`src/rtl/trgseq_regs.svh`:
```
// register offsets, field positions, reset values and codes of the trigger sequencer
`ifndef TRGSEQ_REGS_SVH
`define TRGSEQ_REGS_SVH

`define TRGSEQ_OFF_CTRL 8'h00
`define TRGSEQ_OFF_STAT 8'h04
`define TRGSEQ_OFF_BTE 8'h08
`define TRGSEQ_OFF_HOLD 8'h0c
`define TRGSEQ_OFF_ADJ 8'h10
`define TRGSEQ_OFF_LIT0 8'h14
`define TRGSEQ_OFF_C0LIM 8'h18
`define TRGSEQ_OFF_C1LIM 8'h1c
`define TRGSEQ_OFF_T0LIM 8'h20
`define TRGSEQ_OFF_T1LIM 8'h24
`define TRGSEQ_OFF_SDLIM 8'h28
`define TRGSEQ_OFF_ADCSEL 8'h2c
`define TRGSEQ_OFF_LCNT0 8'h30
`define TRGSEQ_OFF_LCNT1 8'h34
`define TRGSEQ_QUEUE_BASE 2'h1

`define TRGSEQ_CLK_LSB 13
`define TRGSEQ_DIV_LSB 8
`define TRGSEQ_PWD_LSB 4
`define TRGSEQ_WDT_LSB 0
`define TRGSEQ_ST_RUN 0
`define TRGSEQ_ST_SWT 1
`define TRGSEQ_ST_WERR 2
`define TRGSEQ_ST_BUSY 3
`define TRGSEQ_ST_PTR_LSB 8

`define TRGSEQ_REG_RST 16'h0000
`define TRGSEQ_WDT_BASE 16'h0008
`define TRGSEQ_RESP_OKAY 2'h0
`define TRGSEQ_RESP_SLVERR 2'h2

`define TRGSEQ_CMD_CTRL 4'h0
`define TRGSEQ_CMD_ADDCP 4'h1
`define TRGSEQ_OPT_SD_OFF 4'h2
`define TRGSEQ_OPT_SD_ON 4'h6
`define TRGSEQ_OPT_WAIT_T0 4'h8
`define TRGSEQ_OPT_WAIT_T1 4'h9
`define TRGSEQ_OPT_WAIT_SWT 4'hb
`define TRGSEQ_OPT_SEL_C0 4'hc
`define TRGSEQ_OPT_SEL_C1 4'hd
`define TRGSEQ_OPT_SEL_L0 4'he
`define TRGSEQ_OPT_TRIG 4'hf

`define TRGSEQ_SRC_PER 3'h0
`define TRGSEQ_SRC_OSC 3'h1
`define TRGSEQ_SRC_ADC 3'h2
`define TRGSEQ_SRC_T1 3'h3
`define TRGSEQ_SRC_T2 3'h4
`define TRGSEQ_SRC_T3 3'h5

`endif

```
`src/rtl/trgseq_pkg.sv`:
```
// types shared by the trigger sequencer files
package trgseq_pkg;
	typedef enum logic [2:0] {
		S_IDLE,
		S_FETCH,
		S_EXEC,
		S_WAIT_T0,
		S_WAIT_T1,
		S_WAIT_SWT,
		S_DELAY
	} trgseq_state_t;

	typedef struct packed {
		logic [15:0] ctrl;
		logic run;
		logic swt;
		logic wdt_err;
		logic sd_en;
		logic [15:0] bte;
		logic [15:0] hold;
		logic [15:0] adj;
		logic [15:0] lit0;
		logic [15:0] c0lim;
		logic [15:0] c1lim;
		logic [15:0] t0lim;
		logic [15:0] t1lim;
		logic [15:0] sdlim;
		logic [15:0] adcsel;
		logic [15:0] lcnt0;
		logic [15:0] lcnt1;
	} trgseq_regs_t;

	typedef struct packed {
		trgseq_state_t state;
		logic [3:0] ptr;
		logic [4:0] div_cnt;
		logic [15:0] t_cnt;
		logic [15:0] sd_cnt;
		logic [15:0] wd_cnt;
		logic [3:0] pw_cnt;
		logic [15:0] trig;
		logic swt_prev;
		logic busy;
	} trgseq_seq_t;
endpackage

```
`src/rtl/trgseq_step_mem.sv`:
```
// step queue memory, registered read port
module trgseq_step_mem (
	input wire logic aclk,
	input wire logic we,
	input wire logic [3:0] waddr,
	input wire logic [7:0] wdata,
	input wire logic [3:0] raddr,
	output logic [7:0] rdata
);
	logic [7:0] mem [0:15];

	// contents are data, not control: left unreset to map onto plain storage
	always_ff @(posedge aclk)
	begin
		if (we)
		begin
			mem[waddr] <= wdata;
		end
		rdata <= mem[raddr];
	end
endmodule

```
`src/rtl/trgseq_top.sv`:
```
// trigger sequencer with axi4-lite register slave
//
// Implementation choices: the placing of the registers and register access over AXI4-Lite.
`include "trgseq_regs.svh"
// Behaviour
// RULE_01 - control option 0010 stops the step delay, 0110 restarts it; others reserved
// RULE_02 - options 1000/1001 start timer 0/1 and stall until it matches its limit
// RULE_03 - option 1011 stalls until the software trigger bit rises from zero to one
// RULE_04 - options 1100/1101 copy loop counter 0/1 into adc channel select
// RULE_05 - option 1110 copies literal 0 into adc channel select
// RULE_06 - option 1111 pulses every trigger output enabled in broadcast enable
// RULE_07 - add options 0000..0101 add adjust value to the six limit/literal registers
// RULE_08 - copy options 1000..1101 load hold value into the six limit/literal registers
// RULE_09 - reserved commands and options use their slot but change nothing
// RULE_10 - trigger pulses last pulse-width field plus one module clocks
// RULE_11 - watchdog field 000 disables, 001..111 give 8 to 512 module clocks
// RULE_12 - prescaler divides the module clock by field plus one
// RULE_13 - clock source field picks peripheral, oscillator, adc or timer clocks
// RULE_14 - a wait outlasting the watchdog stops the sequence and flags an error
module trgseq_top
	import trgseq_pkg::*;
(
	input wire logic aclk,
	input wire logic aresetn,
	input wire logic osc_tick,
	input wire logic adc_tick,
	input wire logic tmr1_tick,
	input wire logic tmr2_tick,
	input wire logic tmr3_tick,
	input wire logic awvalid,
	input wire logic [7:0] awaddr,
	output logic awready,
	input wire logic wvalid,
	input wire logic [31:0] wdata,
	input wire logic [3:0] wstrb,
	output logic wready,
	output logic bvalid,
	output logic [1:0] bresp,
	input wire logic bready,
	input wire logic arvalid,
	input wire logic [7:0] araddr,
	output logic arready,
	output logic rvalid,
	output logic [31:0] rdata,
	output logic [1:0] rresp,
	input wire logic rready,
	output logic [15:0] trigger_out,
	output logic [15:0] adc_channel_select,
	output logic seq_busy
);
	trgseq_regs_t regs_q, regs_d;
	trgseq_seq_t seq_q, seq_d;
	logic awready_q, awready_d, bvalid_q, bvalid_d, arready_q, arready_d, rvalid_q, rvalid_d;
	logic [1:0] bresp_q, bresp_d, rresp_q, rresp_d;
	logic [31:0] rdata_q, rdata_d;
	logic wen, ren, waddr_ok, q_we;
	logic src_tick, mod_tick, step_done;
	logic [2:0] clk_sel, wdt_sel;
	logic [4:0] div_sel;
	logic [3:0] pwd_sel, cls, opt;
	logic [15:0] wdt_lim;
	logic [7:0] step;
	logic [31:0] rd_val;
	logic rd_ok;

	function automatic logic [15:0] merge16(input logic [15:0] old, input logic [31:0] d,
		input logic [3:0] s);
		merge16 = {s[1] ? d[15:8] : old[15:8], s[0] ? d[7:0] : old[7:0]};
	endfunction

	assign clk_sel = regs_q.ctrl[`TRGSEQ_CLK_LSB +: 3];
	assign div_sel = regs_q.ctrl[`TRGSEQ_DIV_LSB +: 5];
	assign pwd_sel = regs_q.ctrl[`TRGSEQ_PWD_LSB +: 4];
	assign wdt_sel = regs_q.ctrl[`TRGSEQ_WDT_LSB +: 3];
	assign cls = step[7:4];
	assign opt = step[3:0];

	// write taken only when address and data are both offered
	assign wen = awready_q && awvalid && wvalid;
	assign ren = arready_q && arvalid;
	// a misaligned queue address is refused, so it must not land in the queue either
	assign q_we = wen && (awaddr[7:6] == `TRGSEQ_QUEUE_BASE) && (awaddr[1:0] == 2'h0) &&
		wstrb[0];

	trgseq_step_mem u_mem (
		.aclk(aclk),
		.we(q_we),
		.waddr(awaddr[5:2]),
		.wdata(wdata[7:0]),
		.raddr(seq_q.ptr),
		.rdata(step)
	);

	always_comb
	begin
		case (clk_sel) // RULE_13
			`TRGSEQ_SRC_PER: src_tick = 1'b1;
			`TRGSEQ_SRC_OSC: src_tick = osc_tick;
			`TRGSEQ_SRC_ADC: src_tick = adc_tick;
			`TRGSEQ_SRC_T1: src_tick = tmr1_tick;
			`TRGSEQ_SRC_T2: src_tick = tmr2_tick;
			`TRGSEQ_SRC_T3: src_tick = tmr3_tick;
			// reserved sources give no ticks, so the timers stand still
			default: src_tick = 1'b0;
		endcase
		mod_tick = src_tick && (seq_q.div_cnt == div_sel); // RULE_12
		wdt_lim = `TRGSEQ_WDT_BASE << (wdt_sel - 3'h1); // RULE_11
	end

	always_comb
	begin
		waddr_ok = 1'b1;
		rd_ok = 1'b1;
		rd_val = 32'h00000000;
		case (araddr)
			`TRGSEQ_OFF_CTRL: rd_val = 32'(regs_q.ctrl);
			`TRGSEQ_OFF_STAT: rd_val = 32'({seq_q.ptr, 4'h0, seq_q.busy, regs_q.wdt_err,
				regs_q.swt, regs_q.run});
			`TRGSEQ_OFF_BTE: rd_val = 32'(regs_q.bte);
			`TRGSEQ_OFF_HOLD: rd_val = 32'(regs_q.hold);
			`TRGSEQ_OFF_ADJ: rd_val = 32'(regs_q.adj);
			`TRGSEQ_OFF_LIT0: rd_val = 32'(regs_q.lit0);
			`TRGSEQ_OFF_C0LIM: rd_val = 32'(regs_q.c0lim);
			`TRGSEQ_OFF_C1LIM: rd_val = 32'(regs_q.c1lim);
			`TRGSEQ_OFF_T0LIM: rd_val = 32'(regs_q.t0lim);
			`TRGSEQ_OFF_T1LIM: rd_val = 32'(regs_q.t1lim);
			`TRGSEQ_OFF_SDLIM: rd_val = 32'(regs_q.sdlim);
			`TRGSEQ_OFF_ADCSEL: rd_val = 32'(regs_q.adcsel);
			`TRGSEQ_OFF_LCNT0: rd_val = 32'(regs_q.lcnt0);
			`TRGSEQ_OFF_LCNT1: rd_val = 32'(regs_q.lcnt1);
			default:
			begin
				// the step queue is write-only; its read port belongs to the sequencer
				rd_ok = (araddr[7:6] == `TRGSEQ_QUEUE_BASE) && (araddr[1:0] == 2'h0);
			end
		endcase
		case (awaddr)
			`TRGSEQ_OFF_CTRL, `TRGSEQ_OFF_STAT, `TRGSEQ_OFF_BTE, `TRGSEQ_OFF_HOLD,
			`TRGSEQ_OFF_ADJ, `TRGSEQ_OFF_LIT0, `TRGSEQ_OFF_C0LIM, `TRGSEQ_OFF_C1LIM,
			`TRGSEQ_OFF_T0LIM, `TRGSEQ_OFF_T1LIM, `TRGSEQ_OFF_SDLIM, `TRGSEQ_OFF_LCNT0,
			`TRGSEQ_OFF_LCNT1: waddr_ok = 1'b1;
			default: waddr_ok = (awaddr[7:6] == `TRGSEQ_QUEUE_BASE) && (awaddr[1:0] == 2'h0);
		endcase
	end

	always_comb
	begin
		awready_d = awvalid && wvalid && !awready_q && !bvalid_q;
		bvalid_d = bvalid_q && !bready;
		bresp_d = bresp_q;
		if (wen)
		begin
			bvalid_d = 1'b1;
			bresp_d = waddr_ok ? `TRGSEQ_RESP_OKAY : `TRGSEQ_RESP_SLVERR;
		end
		arready_d = arvalid && !arready_q && !rvalid_q;
		rvalid_d = rvalid_q && !rready;
		rdata_d = rdata_q;
		rresp_d = rresp_q;
		if (ren)
		begin
			rvalid_d = 1'b1;
			rdata_d = rd_ok ? rd_val : 32'h00000000;
			rresp_d = rd_ok ? `TRGSEQ_RESP_OKAY : `TRGSEQ_RESP_SLVERR;
		end
	end

	always_comb
	begin
		regs_d = regs_q;
		seq_d = seq_q;
		step_done = 1'b0;

		// software writes first; sequencer updates below override in the same cycle
		if (wen)
		begin
			case (awaddr)
				// bit 3 is unused and reads zero
				`TRGSEQ_OFF_CTRL: regs_d.ctrl = merge16(regs_q.ctrl, wdata, wstrb) & 16'hfff7;
				`TRGSEQ_OFF_STAT:
				begin
					if (wstrb[0])
					begin
						regs_d.run = wdata[`TRGSEQ_ST_RUN];
						regs_d.swt = wdata[`TRGSEQ_ST_SWT];
						if (wdata[`TRGSEQ_ST_WERR])
						begin
							regs_d.wdt_err = 1'b0;
						end
					end
				end
				`TRGSEQ_OFF_BTE: regs_d.bte = merge16(regs_q.bte, wdata, wstrb);
				`TRGSEQ_OFF_HOLD: regs_d.hold = merge16(regs_q.hold, wdata, wstrb);
				`TRGSEQ_OFF_ADJ: regs_d.adj = merge16(regs_q.adj, wdata, wstrb);
				`TRGSEQ_OFF_LIT0: regs_d.lit0 = merge16(regs_q.lit0, wdata, wstrb);
				`TRGSEQ_OFF_C0LIM: regs_d.c0lim = merge16(regs_q.c0lim, wdata, wstrb);
				`TRGSEQ_OFF_C1LIM: regs_d.c1lim = merge16(regs_q.c1lim, wdata, wstrb);
				`TRGSEQ_OFF_T0LIM: regs_d.t0lim = merge16(regs_q.t0lim, wdata, wstrb);
				`TRGSEQ_OFF_T1LIM: regs_d.t1lim = merge16(regs_q.t1lim, wdata, wstrb);
				`TRGSEQ_OFF_SDLIM: regs_d.sdlim = merge16(regs_q.sdlim, wdata, wstrb);
				`TRGSEQ_OFF_LCNT0: regs_d.lcnt0 = merge16(regs_q.lcnt0, wdata, wstrb);
				`TRGSEQ_OFF_LCNT1: regs_d.lcnt1 = merge16(regs_q.lcnt1, wdata, wstrb);
				default: regs_d.ctrl = regs_q.ctrl;
			endcase
		end

		if (src_tick) // RULE_12
		begin
			seq_d.div_cnt = mod_tick ? 5'h00 : 5'(seq_q.div_cnt + 5'h01);
		end

		// trigger pulse: loaded on the step, held for field plus one module clocks
		if ((seq_q.trig != 16'h0000) && mod_tick) // RULE_10
		begin
			if (seq_q.pw_cnt == 4'h0)
			begin
				seq_d.trig = 16'h0000;
			end
			else
			begin
				seq_d.pw_cnt = 4'(seq_q.pw_cnt - 4'h1);
			end
		end

		case (seq_q.state)
			S_IDLE:
			begin
				if (regs_q.run)
				begin
					seq_d.ptr = 4'h0;
					seq_d.state = S_FETCH;
				end
			end
			S_FETCH: seq_d.state = S_EXEC;
			S_EXEC:
			begin
				seq_d.ptr = 4'(seq_q.ptr + 4'h1);
				seq_d.t_cnt = 16'h0000;
				seq_d.wd_cnt = 16'h0000;
				step_done = 1'b1;
				if (cls == `TRGSEQ_CMD_CTRL)
				begin
					case (opt)
						`TRGSEQ_OPT_SD_OFF: regs_d.sd_en = 1'b0; // RULE_01
						`TRGSEQ_OPT_SD_ON: regs_d.sd_en = 1'b1; // RULE_01
						`TRGSEQ_OPT_WAIT_T0: // RULE_02
						begin
							step_done = 1'b0;
							seq_d.state = S_WAIT_T0;
						end
						`TRGSEQ_OPT_WAIT_T1: // RULE_02
						begin
							step_done = 1'b0;
							seq_d.state = S_WAIT_T1;
						end
						`TRGSEQ_OPT_WAIT_SWT: // RULE_03
						begin
							step_done = 1'b0;
							seq_d.state = S_WAIT_SWT;
						end
						`TRGSEQ_OPT_SEL_C0: regs_d.adcsel = regs_q.lcnt0; // RULE_04
						`TRGSEQ_OPT_SEL_C1: regs_d.adcsel = regs_q.lcnt1; // RULE_04
						`TRGSEQ_OPT_SEL_L0: regs_d.adcsel = regs_q.lit0; // RULE_05
						`TRGSEQ_OPT_TRIG: // RULE_06
						begin
							seq_d.trig = regs_q.bte;
							seq_d.pw_cnt = pwd_sel; // RULE_10
						end
						default: regs_d.sd_en = regs_q.sd_en; // RULE_09
					endcase
				end
				else if (cls == `TRGSEQ_CMD_ADDCP)
				begin
					// option bit 3 picks copy of hold over add of adjust
					case (opt[2:0]) // RULE_07 RULE_08
						3'h0: regs_d.c0lim = opt[3] ? regs_q.hold : 16'(regs_q.c0lim + regs_q.adj);
						3'h1: regs_d.c1lim = opt[3] ? regs_q.hold : 16'(regs_q.c1lim + regs_q.adj);
						3'h2: regs_d.t0lim = opt[3] ? regs_q.hold : 16'(regs_q.t0lim + regs_q.adj);
						3'h3: regs_d.t1lim = opt[3] ? regs_q.hold : 16'(regs_q.t1lim + regs_q.adj);
						3'h4: regs_d.sdlim = opt[3] ? regs_q.hold : 16'(regs_q.sdlim + regs_q.adj);
						3'h5: regs_d.lit0 = opt[3] ? regs_q.hold : 16'(regs_q.lit0 + regs_q.adj);
						default: regs_d.lit0 = regs_q.lit0; // RULE_09
					endcase
				end
			end
			S_WAIT_T0:
			begin
				if (seq_q.t_cnt == regs_q.t0lim) // RULE_02
				begin
					step_done = 1'b1;
				end
				else if (mod_tick)
				begin
					seq_d.t_cnt = 16'(seq_q.t_cnt + 16'h0001);
				end
			end
			S_WAIT_T1:
			begin
				if (seq_q.t_cnt == regs_q.t1lim) // RULE_02
				begin
					step_done = 1'b1;
				end
				else if (mod_tick)
				begin
					seq_d.t_cnt = 16'(seq_q.t_cnt + 16'h0001);
				end
			end
			S_WAIT_SWT:
			begin
				if (regs_q.swt && !seq_q.swt_prev) // RULE_03
				begin
					step_done = 1'b1;
				end
			end
			S_DELAY:
			begin
				if (seq_q.sd_cnt == regs_q.sdlim)
				begin
					seq_d.state = S_FETCH;
				end
				else if (mod_tick)
				begin
					seq_d.sd_cnt = 16'(seq_q.sd_cnt + 16'h0001);
				end
			end
			default: seq_d.state = S_IDLE;
		endcase

		if (step_done)
		begin
			seq_d.sd_cnt = 16'h0000;
			seq_d.state = regs_d.sd_en ? S_DELAY : S_FETCH;
		end

		// watchdog only guards the three wait steps
		if ((seq_q.state == S_WAIT_T0) || (seq_q.state == S_WAIT_T1) ||
			(seq_q.state == S_WAIT_SWT))
		begin
			if (mod_tick)
			begin
				seq_d.wd_cnt = 16'(seq_q.wd_cnt + 16'h0001);
			end
			if ((wdt_sel != 3'h0) && (seq_q.wd_cnt >= wdt_lim) && !step_done) // RULE_11
			begin
				regs_d.wdt_err = 1'b1; // RULE_14
				regs_d.run = 1'b0; // RULE_14
				seq_d.state = S_IDLE; // RULE_14
			end
		end

		// clearing run aborts the sequence at once
		if (!regs_q.run)
		begin
			seq_d.state = S_IDLE;
		end
		seq_d.swt_prev = regs_q.swt;
		seq_d.busy = (seq_d.state != S_IDLE);
	end

	always_ff @(posedge aclk)
	begin
		if (!aresetn)
		begin
			regs_q <= '0;
			seq_q <= '0;
			awready_q <= 1'b0;
			bvalid_q <= 1'b0;
			bresp_q <= `TRGSEQ_RESP_OKAY;
			arready_q <= 1'b0;
			rvalid_q <= 1'b0;
			rdata_q <= 32'h00000000;
			rresp_q <= `TRGSEQ_RESP_OKAY;
		end
		else
		begin
			regs_q <= regs_d;
			seq_q <= seq_d;
			awready_q <= awready_d;
			bvalid_q <= bvalid_d;
			bresp_q <= bresp_d;
			arready_q <= arready_d;
			rvalid_q <= rvalid_d;
			rdata_q <= rdata_d;
			rresp_q <= rresp_d;
		end
	end

	assign awready = awready_q;
	assign wready = awready_q;
	assign bvalid = bvalid_q;
	assign bresp = bresp_q;
	assign arready = arready_q;
	assign rvalid = rvalid_q;
	assign rdata = rdata_q;
	assign rresp = rresp_q;
	assign trigger_out = seq_q.trig;
	assign adc_channel_select = regs_q.adcsel;
	assign seq_busy = seq_q.busy;
endmodule

```
`config.mk`:
```
export PLATFORM = sky130hd
export DESIGN_NAME = trgseq_top
export DESIGN_NICKNAME = d
export VERILOG_FILES = /design/src/rtl/trgseq_pkg.sv /design/src/rtl/trgseq_step_mem.sv /design/src/rtl/trgseq_top.sv
export VERILOG_INCLUDE_DIRS = /design/src /design/src/rtl
export SDC_FILE = /design/constraint.sdc
export NUM_CORES = 1
export LEC_CHECK = 0
export BUFFER_PORTS_ARGS = -buffer_cell sky130_fd_sc_hd__buf_2
export CAP_MARGIN = 20
export CORE_MARGIN = 4
export CORE_UTILIZATION = 56
export DETAILED_ROUTE_END_ITERATION = 7
export PLACE_DENSITY = 0.82
export SLEW_MARGIN = 20
export SYNTH_ARGS = -nofsm -noshare
export SYNTH_HDL_FRONTEND = slang
export SYNTH_SLANG_ARGS = --single-unit
```
`constraint.sdc`:
```
create_clock -name aclk -period 2.8 [get_ports aclk]
set_input_delay 0.56 -clock aclk [delete_from_list [all_inputs] [get_ports aclk]]
set_output_delay 0.56 -clock aclk [all_outputs]
set_load 0.005 [all_outputs]
```
==> results of run 1 <==
## cells in the final DEF, fill, tap and decap left out, types with 10 or more instances in the layout
cell                        Yosys  layout
sky130_fd_sc_hd__a222oi_1      25      25
sky130_fd_sc_hd__a311oi_1      10      10
sky130_fd_sc_hd__o21ai_0      146     134
sky130_fd_sc_hd__nor4_1        20      18
sky130_fd_sc_hd__o31ai_1       14      12
sky130_fd_sc_hd__xnor2_1       61      61
sky130_fd_sc_hd__a211oi_1      55      52
sky130_fd_sc_hd__conb_1         1      18
sky130_fd_sc_hd__o21a_1        14      14
sky130_fd_sc_hd__buf_4         57     177
sky130_fd_sc_hd__buf_2         25     101
sky130_fd_sc_hd__o211ai_1      25      25
sky130_fd_sc_hd__inv_1         48      47
sky130_fd_sc_hd__a22oi_1      102     102
sky130_fd_sc_hd__or3_1         19      19
sky130_fd_sc_hd__xor2_1        81      81
sky130_fd_sc_hd__mux2i_1       93      93
sky130_fd_sc_hd__ha_1         108     102
sky130_fd_sc_hd__nand3_1       94      93
sky130_fd_sc_hd__nand2_1      264     263
sky130_fd_sc_hd__nand2b_1      17      17
sky130_fd_sc_hd__mux2_2        26      26
sky130_fd_sc_hd__a21o_1        22      22
sky130_fd_sc_hd__dfxtp_1      323     314
sky130_fd_sc_hd__nor3_1        57      56
sky130_fd_sc_hd__clkbuf_16      0      49
sky130_fd_sc_hd__nor2_1       259     258
sky130_fd_sc_hd__mux4_2        40      40
sky130_fd_sc_hd__and2_1        18      18
sky130_fd_sc_hd__and3_1        28      28
sky130_fd_sc_hd__nor2_2        11      11
sky130_fd_sc_hd__edfxtp_1     128     128
sky130_fd_sc_hd__nor2b_1       24      22
sky130_fd_sc_hd__buf_12         0      13
sky130_fd_sc_hd__a21oi_1      210     205
sky130_fd_sc_hd__a31oi_1       33      32
sky130_fd_sc_hd__o21ai_1        1      13
sky130_fd_sc_hd__nand3b_1      13      13
sky130_fd_sc_hd__nand4_1       26      26
## routing by layer
metal	global-route usage, %	vias up	part of all wire, %	wire, microns
met5	0	-	0	0
met4	18.5	0	6.2	5770
met3	9.38	402	13	12200
met2	55.2	1804	43	40400
met1	46.8	11701	37	34600
li1	-	10590	-	-
## cells by family after synthesis
kind of cell	Yosys count	synth area share, %
fa+ha+maj	114	5.72
compound gates	748	19.0
simple gates	916	17.4
xor+xnor	142	4.83
mux	161	8.34
flops	451	40.1
buf+inv	249	4.63
other cells	1	0.0146
## cell usage after synthesis (10+ instances only)
cell | n | area, sq um
sky130_fd_sc_hd__or3_1 | 19 | 119
sky130_fd_sc_hd__nand3_1 | 94 | 470
sky130_fd_sc_hd__buf_2 | 25 | 125
sky130_fd_sc_hd__o31ai_1 | 14 | 105
sky130_fd_sc_hd__mux2i_1 | 93 | 931
sky130_fd_sc_hd__edfxtp_1 | 128 | 3840
sky130_fd_sc_hd__mux4_2 | 40 | 901
sky130_fd_sc_hd__clkbuf_1 | 112 | 420
sky130_fd_sc_hd__nand2b_1 | 17 | 106
sky130_fd_sc_hd__nand4_1 | 26 | 163
sky130_fd_sc_hd__inv_1 | 48 | 180
sky130_fd_sc_hd__ha_1 | 108 | 1350
sky130_fd_sc_hd__xnor2_1 | 61 | 534
sky130_fd_sc_hd__nor3_1 | 57 | 285
sky130_fd_sc_hd__and3_1 | 28 | 175
sky130_fd_sc_hd__nand2_1 | 264 | 991
sky130_fd_sc_hd__buf_4 | 57 | 428
sky130_fd_sc_hd__a222oi_1 | 25 | 250
sky130_fd_sc_hd__dfxtp_1 | 323 | 6470
sky130_fd_sc_hd__nor4_1 | 20 | 125
sky130_fd_sc_hd__a21o_1 | 22 | 165
sky130_fd_sc_hd__o211ai_1 | 25 | 188
sky130_fd_sc_hd__xor2_1 | 81 | 709
sky130_fd_sc_hd__nor2_1 | 259 | 972
sky130_fd_sc_hd__nor2_2 | 11 | 68.8
sky130_fd_sc_hd__a21oi_1 | 210 | 1050
sky130_fd_sc_hd__nand3b_1 | 13 | 97.6
sky130_fd_sc_hd__a211oi_1 | 55 | 413
sky130_fd_sc_hd__and2_1 | 18 | 113
sky130_fd_sc_hd__a311oi_1 | 10 | 87.6
sky130_fd_sc_hd__o21a_1 | 14 | 105
sky130_fd_sc_hd__mux2_2 | 26 | 293
sky130_fd_sc_hd__nor2b_1 | 24 | 150
sky130_fd_sc_hd__a31oi_1 | 33 | 206
sky130_fd_sc_hd__o21ai_0 | 146 | 731
sky130_fd_sc_hd__a22oi_1 | 102 | 766
## repair_timing
| item | CTS | global route |
|---|---|---|
| pin swaps | 1 | 20 |
| setup buffers | 0 | 6 |
| resized for setup | 16 | 52 |
| setup endpoints to repair | 16 | 29 |
## worst max-delay path, stage by stage, from the launching register on
cell and delay [ns]:
sky130_fd_sc_hd__dfxtp_1 0.30, sky130_fd_sc_hd__or3_1 0.48, sky130_fd_sc_hd__nor4_2 0.42, sky130_fd_sc_hd__a21oi_1 0.16, sky130_fd_sc_hd__nor3_2 0.57, sky130_fd_sc_hd__nand4_1 0.38, sky130_fd_sc_hd__buf_4 0.26, sky130_fd_sc_hd__nand3_2 0.11
sky130_fd_sc_hd__o32ai_2 0.09
## final cells by class
class / instances / share of cell area [%]
Tap cell: 600 / 2.53
Antenna cell: 1 / 0.00843
Multi-Input combinational cell: 2099 / 49.0
Clock buffer: 64 / 4.63
Clock inverter: 26 / 1.41
Sequential cell: 451 / 34.8
Timing Repair Buffer: 291 / 7.06
Inverter: 49 / 0.636
## final timing paths
check	startpoint	to	slack, ns
max	u_mem.rdata[7]	seq_busy	-0.1
min	rready	rvalid	0.23
min reg2reg	rvalid	arready	0.45
max reg2reg	u_mem.rdata[7]	seq_busy	-0.1
## stage by stage
stage / setup WS [ns] / power [mW] / hold slack, ns / TNS, ns
finish: -0.0990 / 14.2 / 0.230 / -0.273
global route: -0.0648 / 14.5 / 0.259 / -0.184
CTS: 0.00531 / 14.2 / 0.214 / 0
detailed placement: -0.146 / 7.18 / 0.441 / -0.807
global placement: -0.128 / 7.17 / 0.425 / -0.285
floorplan: 0.0475 / 7.02 / 0.415 / 0
## registers in the layout, indices dropped and copies added (netlist names), 3 cells and up
signal,flops
regs_q,183
u_mem.mem,128
seq_q,65
adc_channel_select,16
rdata,16
trigger_out,16
u_mem.rdata,8
div_sel,5
pwd_sel,4
clk_sel,3
## power groups by stage
stage / Combinational (mW) / Clock (mW) / Sequential [mW]
3_5_place_dp: 0.329 / 0 / 6.85
2_1_floorplan: 0.166 / 0 / 6.85
5_1_grt: 0.360 / 7.48 / 6.70
3_3_place_gp: 0.318 / 0 / 6.85
6_report: 0.351 / 7.18 / 6.71
4_1_cts: 0.329 / 7.18 / 6.71
==> run summary, run 1 <==
PWR
----------------------------------------------------------------------------------------------------
Clock share of power                                                                           50.4%
Internal power summed over all cells                                                         11.1 mW
Sequential group share of total power                                                          47.1%
Leak Pwr                                                                                     11.4 nW
Areal power density over the cells                                                       479 nW/um^2
Sw frac                                                                                        22.0%
Part of the power in combinational logic                                                        2.5%
Max IR drop VDD                                                                               502 uV
Net Sw Power                                                                                 3.13 mW

SYNTH
----------------------------------------------------------------------------------------------------
Number of synthesized register bits                                                              451
EDFF count, synth                                                                                128
Portion of the post-synthesis area used by sequential elements                                 40.1%
Number of warnings reported in the yosys synthesis log                                             0
Syn avg cell area                                                                         9.25 sq um
Number of distinct standard cells referenced by the synthesized netlist                          103
Post-synthesis instance area                                                             25700 sq um
Proportion of synthesized flip-flops having asynchronous set or reset                             0%
Top flip-flop cell by instance count after synthesis                                    sky130_fd_sc_hd__dfxtp_1
Cells after Synth                                                                               2782

PLACED DESIGN
----------------------------------------------------------------------------------------------------
Cell count after placement                                                                      3484
Number of port buffers                                                                           101
Cell area after placement                                                                27600 sq um
Detailed placer's ending HPWL                                                           66100 microns
RD Place Congestion                                                                             1.05

JOB
----------------------------------------------------------------------------------------------------
Max-cap check violation count                                                                      0

TIMING
----------------------------------------------------------------------------------------------------
Final number of hold-violating endpoints                                                           0
Fin crit period                                                                              2.90 ns
Final worst slack                                                                         -0.0990 ns
Final clock period utilization by the worst path                                                104%
Clock tree skew after final layout                                                         0.0248 ns
Count of final setup violators                                                                     5
Final Slew Violations                                                                              0
RSZ-0062 raised after global routing                                                            true
Slew of the pin with the lowest slew margin                                                 0.905 ns
Highest clock frequency the design can meet                                                  345 MHz
Rel. slew slack                                                                                39.6%

CRITICAL PATH
----------------------------------------------------------------------------------------------------
Data required time of the critical path                                                      3.28 ns
Worst r2r path cells                                                                               8
Element type at the critical path start                                                    flip-flop
Worst Path Class, Setup                                                                   reg -> reg
Maximum fanout encountered on the critical timing path                                             5
Crit path DAT                                                                                3.38 ns
Nature of the critical path endpoint                                                       flip-flop

GLOBAL ROUTING
----------------------------------------------------------------------------------------------------
First-pass GRT wire length                                                              138000 microns
Via count of the first global-routing pass                                                     23380
Total routing resource utilization after global routing                                        35.8%
Antenna violations before repair                                                                   1
Final global-route overflow total                                                                  0
Pin count of the biggest net entering global routing                                              84

DETAILED ROUTING
----------------------------------------------------------------------------------------------------
Number of vias after detailed routing                                                          24497
Post-route antenna net violation count                                                             0
Detailed-route vias per instance                                                                6.84
Routed WL per cell                                                                      26.0 microns
DR pass1 iterations                                                                                8
Total Routed Length                                                                     93000 microns
Initial DRC count                                                                               3892
DRC violations left                                                                                0

CLOCK TREE
----------------------------------------------------------------------------------------------------
Number of buffers added by the clock tree synthesis step                                          48
Clock H-tree levels                                                                                2
TritonCTS Sinks                                                                                  451
Clock buffer depth                                                                                 3
CTS root buf                                                                            sky130_fd_sc_hd__clkbuf_16
Number of buffers inserted for hold repair after clock tree synthesis                              0
Clock latency reported for the late side of the worst-skew pair                              0.62 ns
Clock-pin slew reported for the worst setup and hold paths after clock tree synthesis        0.06 ns
Clock tree from TritonCTS                                                                        yes

FLOORPLANNING
----------------------------------------------------------------------------------------------------
Die span in y                                                                            222 microns
Core Region                                                                              45400 sq um
Width of the die                                                                         222 microns
Die Area                                                                                 49400 sq um
Number of ports placed on the die boundary                                                       138
Row count                                                                                         78
Initial core utilization                                                                       56.7%

LAYOUT
----------------------------------------------------------------------------------------------------
Footprint of the multi-input gates                                                       14500 sq um
Layout net count                                                                                3118
Number of inserted filler cells in the final layout                                             3449
Share of layout cells above drive strength 1                                                   18.6%
Fin cells                                                                                       3581
Core occupancy in the finished layout                                                          65.4%
Footprint of the flip-flops and latches                                                  10300 sq um
Summed area of non-filler cells in the final layout                                      29700 sq um
Synthesis-to-finish area growth                                                                15.4%

HOLD PATH
----------------------------------------------------------------------------------------------------
Worst hold stages                                                                                  3
Type of the worst min-delay path                                                           in -> reg

OUTCOME
----------------------------------------------------------------------------------------------------
Run status                                                                              finished, violations left
Violations in the final reports                                                         setup timing

Power figures use the tool's default switching activity.
==> inputs of run 2 (changes only) <==
--- a/config.mk
+++ b/config.mk
@@ -9,9 +9,9 @@
 export BUFFER_PORTS_ARGS = -buffer_cell sky130_fd_sc_hd__buf_2
 export CAP_MARGIN = 20
 export CORE_MARGIN = 4
-export CORE_UTILIZATION = 56
+export CORE_UTILIZATION = 35
 export DETAILED_ROUTE_END_ITERATION = 7
-export PLACE_DENSITY = 0.82
+export PLACE_DENSITY = 0.57
 export SLEW_MARGIN = 20
 export SYNTH_ARGS = -nofsm -noshare
 export SYNTH_HDL_FRONTEND = slang
==> run summary, run 2 (synthesized netlist as in run 1, its figures left out) <==
CRITICAL PATH
----------------------------------------------------------------------------------------------------
Cell occurring most often along the worst timing path                                   sky130_fd_sc_hd__buf_4
Crit path capture                                                                         regs_q[95]
Nature of the critical path endpoint                                                       flip-flop
Register-to-register setup slack                                                             0.04 ns   +0.14 ns
Worst r2r path cells                                                                              10   +2
Worst Path Class, Setup                                                                   reg -> reg
Origin of the worst setup path                                                           regs_q[150]
Reg-to-reg endpoint                                                                       regs_q[95]
Element type at the critical path start                                                    flip-flop
Worst stage delay on the critical path                                                       0.42 ns   -0.15 ns
Crit path DAT                                                                                3.24 ns   -0.14 ns
Data required time of the critical path                                                      3.28 ns   about the same
Beginning of the worst register-to-register path                                         regs_q[150]
CP cell instances                                                                       buf_4 -> ha_1 -> a21o_1 -> o41ai_2 -> buf_4 -> o21ai_1 -> o31ai_1 -> a21oi_1 -> mux2i_1 -> o21ai_0
Maximum fanout encountered on the critical timing path                                             5   unchanged
Crit-path slowest cell                                                                  sky130_fd_sc_hd__o31ai_1

CLOCK TREE
----------------------------------------------------------------------------------------------------
Number of buffers added by the clock tree synthesis step                                          48   unchanged
Clock-pin slew reported for the worst setup and hold paths after clock tree synthesis        0.06 ns   about the same
Clock tree from TritonCTS                                                                        yes
Clock buffer depth                                                                                 3   unchanged
Clock H-tree levels                                                                                2   unchanged
Clock latency reported for the late side of the worst-skew pair                              0.60 ns   -0.02 ns
TritonCTS Sinks                                                                                  451   unchanged
Number of buffers inserted for hold repair after clock tree synthesis                              0   unchanged
CTS root buf                                                                            sky130_fd_sc_hd__clkbuf_16

DETAILED ROUTING
----------------------------------------------------------------------------------------------------
DR pass1 iterations                                                                                8   unchanged
Routed WL per cell                                                                      24.4 microns   -5.9%
Initial DRC count                                                                               2409   -38%
Number of vias after detailed routing                                                          23660   -3.4%
DRC violations left                                                                                0   unchanged
Detailed-route vias per instance                                                                5.94   -13%
Total Routed Length                                                                     97200 microns   +4.6%
Post-route antenna net violation count                                                             0   unchanged

LAYOUT
----------------------------------------------------------------------------------------------------
Number of inserted filler cells in the final layout                                             7083   +110%
Largest reg by FF count                                                                       regs_q
Layout net count                                                                                3164   +1.5%
Summed area of non-filler cells in the final layout                                      30300 sq um   +2.0%
Synthesis-to-finish area growth                                                                17.6%
Share of layout cells above drive strength 1                                                   19.5%   +0.90 points
Leading cell type in the layout, fill and taps excluded                                 sky130_fd_sc_hd__dfxtp_1
Commonest cells after routing, fill and taps aside                                      sky130_fd_sc_hd__dfxtp_1 (313), sky130_fd_sc_hd__nand2_1 (264), sky130_fd_sc_hd__nor2_1 (258), sky130_fd_sc_hd__buf_4 (223), sky130_fd_sc_hd__a21oi_1 (203)
Largest register FFs                                                                             183   unchanged
Registers with the highest flip-flop counts                                             regs_q (183), u_mem.mem (128), seq_q (65)

PLACED DESIGN
----------------------------------------------------------------------------------------------------
Cell area after placement                                                                28400 sq um   +2.9%
Pre-CTS setup slack                                                                        -0.221 ns   -0.0744 ns
Detailed placer's ending HPWL                                                           71800 microns   +8.6%
RD Place Congestion                                                                            0.932   -11%
Number of port buffers                                                                           101   unchanged

GLOBAL ROUTING
----------------------------------------------------------------------------------------------------
Pin count of the biggest net entering global routing                                              78   -7.1%
Final global-route overflow total                                                                  0   unchanged
Total routing resource utilization after global routing                                        24.0%   -12 points
Via count of the first global-routing pass                                                     22852   -2.3%
Antenna violations before repair                                                                   3   +2
First-pass GRT wire length                                                              143000 microns   +3.6%

FLOORPLANNING
----------------------------------------------------------------------------------------------------
Width of the die                                                                         279 microns   +26%
Die Area                                                                                 77900 sq um   +58%
Core Region                                                                              73000 sq um   +61%
Number of ports placed on the die boundary                                                       138   unchanged
Die span in y                                                                            279 microns   +26%
Initial core utilization                                                                       35.3%   -21 points
Row count                                                                                         99   +27%

TIMING
----------------------------------------------------------------------------------------------------
Total Negative Setup Slacks                                                                     0 ns   +0.273 ns
Rel. slew slack                                                                                39.8%   +0.19 points
Count of final setup violators                                                                     0   -5
Final worst slack                                                                          0.0442 ns   +0.143 ns
Slew of the pin with the lowest slew margin                                                 0.902 ns   -0.00279 ns
Highest clock frequency the design can meet                                                  363 MHz   +5.2%
Worst hold slack across all endpoints                                                       0.208 ns   -0.0220 ns
Final Slew Violations                                                                              0   unchanged
Final clock period utilization by the worst path                                               98.4%   -5.1 points
Fin crit period                                                                              2.76 ns   -0.143 ns
RSZ-0062 raised after global routing                                                            true
Final number of hold-violating endpoints                                                           0   unchanged
Clock tree skew after final layout                                                         0.0261 ns   +0.00133 ns

HOLD PATH
----------------------------------------------------------------------------------------------------
Type of the worst min-delay path                                                           in -> reg

OUTCOME
----------------------------------------------------------------------------------------------------
Run status                                                                              finished clean

PWR
----------------------------------------------------------------------------------------------------
Leak Pwr                                                                                     11.6 nW   +1.1%
Areal power density over the cells                                                       447 nW/um^2   -6.7%
Max IR drop VDD                                                                               506 uV   +0.74%
Total power of the final layout                                                              13.5 mW   -4.9%

JOB
----------------------------------------------------------------------------------------------------
Max-cap check violation count                                                                      0   unchanged

## run 2: cell count changes in the layout (fill, tap and decap cells not counted), sizes merged
cell and change:
clkinvlp -1, inv -1, buf +46, clkbuf +1, clkinv +3, bufinv -6
## run 2: worst min-delay path by stage
stage                          from        end  slack [ns]  depth (start not counted)
after floorplan           seq_q[37]  seq_q[37]        0.42                          1
after global placement       bvalid    awready        0.43                          1
after detailed placement  seq_q[37]  seq_q[37]        0.45                          1
after CTS                   awvalid    awready        0.17                          3
after global routing        awvalid    awready        0.21                          3
final                       awvalid    awready        0.21                          3
## run 2: layout make-up
class	instances	area [sq um]	area share (%)
Antenna cell	1	2.50	0.00827
Sequential cell	451	10300	34.1
Clock buffer	65	1360	4.48
Clock inverter	21	195	0.645
Tap cell	959	1200	3.96
Timing Repair Buffer	337	2430	8.03
Inverter	49	189	0.624
Multi-Input combinational cell	2099	14600	48.1
## run 2: per-stage QoR
step,cells,util [%]
6_report,3982,41.5
5_1_grt,3981,41.5
3_3_place_gp,3890,38.9
3_5_place_dp,3890,38.9
4_1_cts,3979,41.2
2_1_floorplan,2799,-
## run 2: timing repair
action                     4_1_cts  5_1_grt
pin swaps                        7       23
buffers inserted                 3        2
gates resized for setup         28       44
setup endpoints to repair       20       25
## run 2: power by group
group / switching [mW] / internal [mW]
registers: 0.00304 / 6.70
clock network: 2.81 / 3.67
logic: 0.284 / 0.0663
total: 3.09 / 10.4
## run 2: routing by layer
| metal | vias up | track usage (%) | wire length [microns] |
|---|---|---|---|
| met5 | - | 0.122 | 13 |
| met4 | 2 | 7.75 | 3360 |
| met3 | 218 | 4.63 | 8970 |
| met2 | 1129 | 39.2 | 44500 |
| met1 | 11634 | 32.1 | 40400 |
| li1 | 10677 | - | - |
## run 2: critical path: cells and delay by family (launching register included)
kind            cells  cell delay, ns
compound gates      6            1.36
flops               1            0.41
buf+inv             2            0.40
fa+ha+maj           1            0.30
mux                 1            0.17
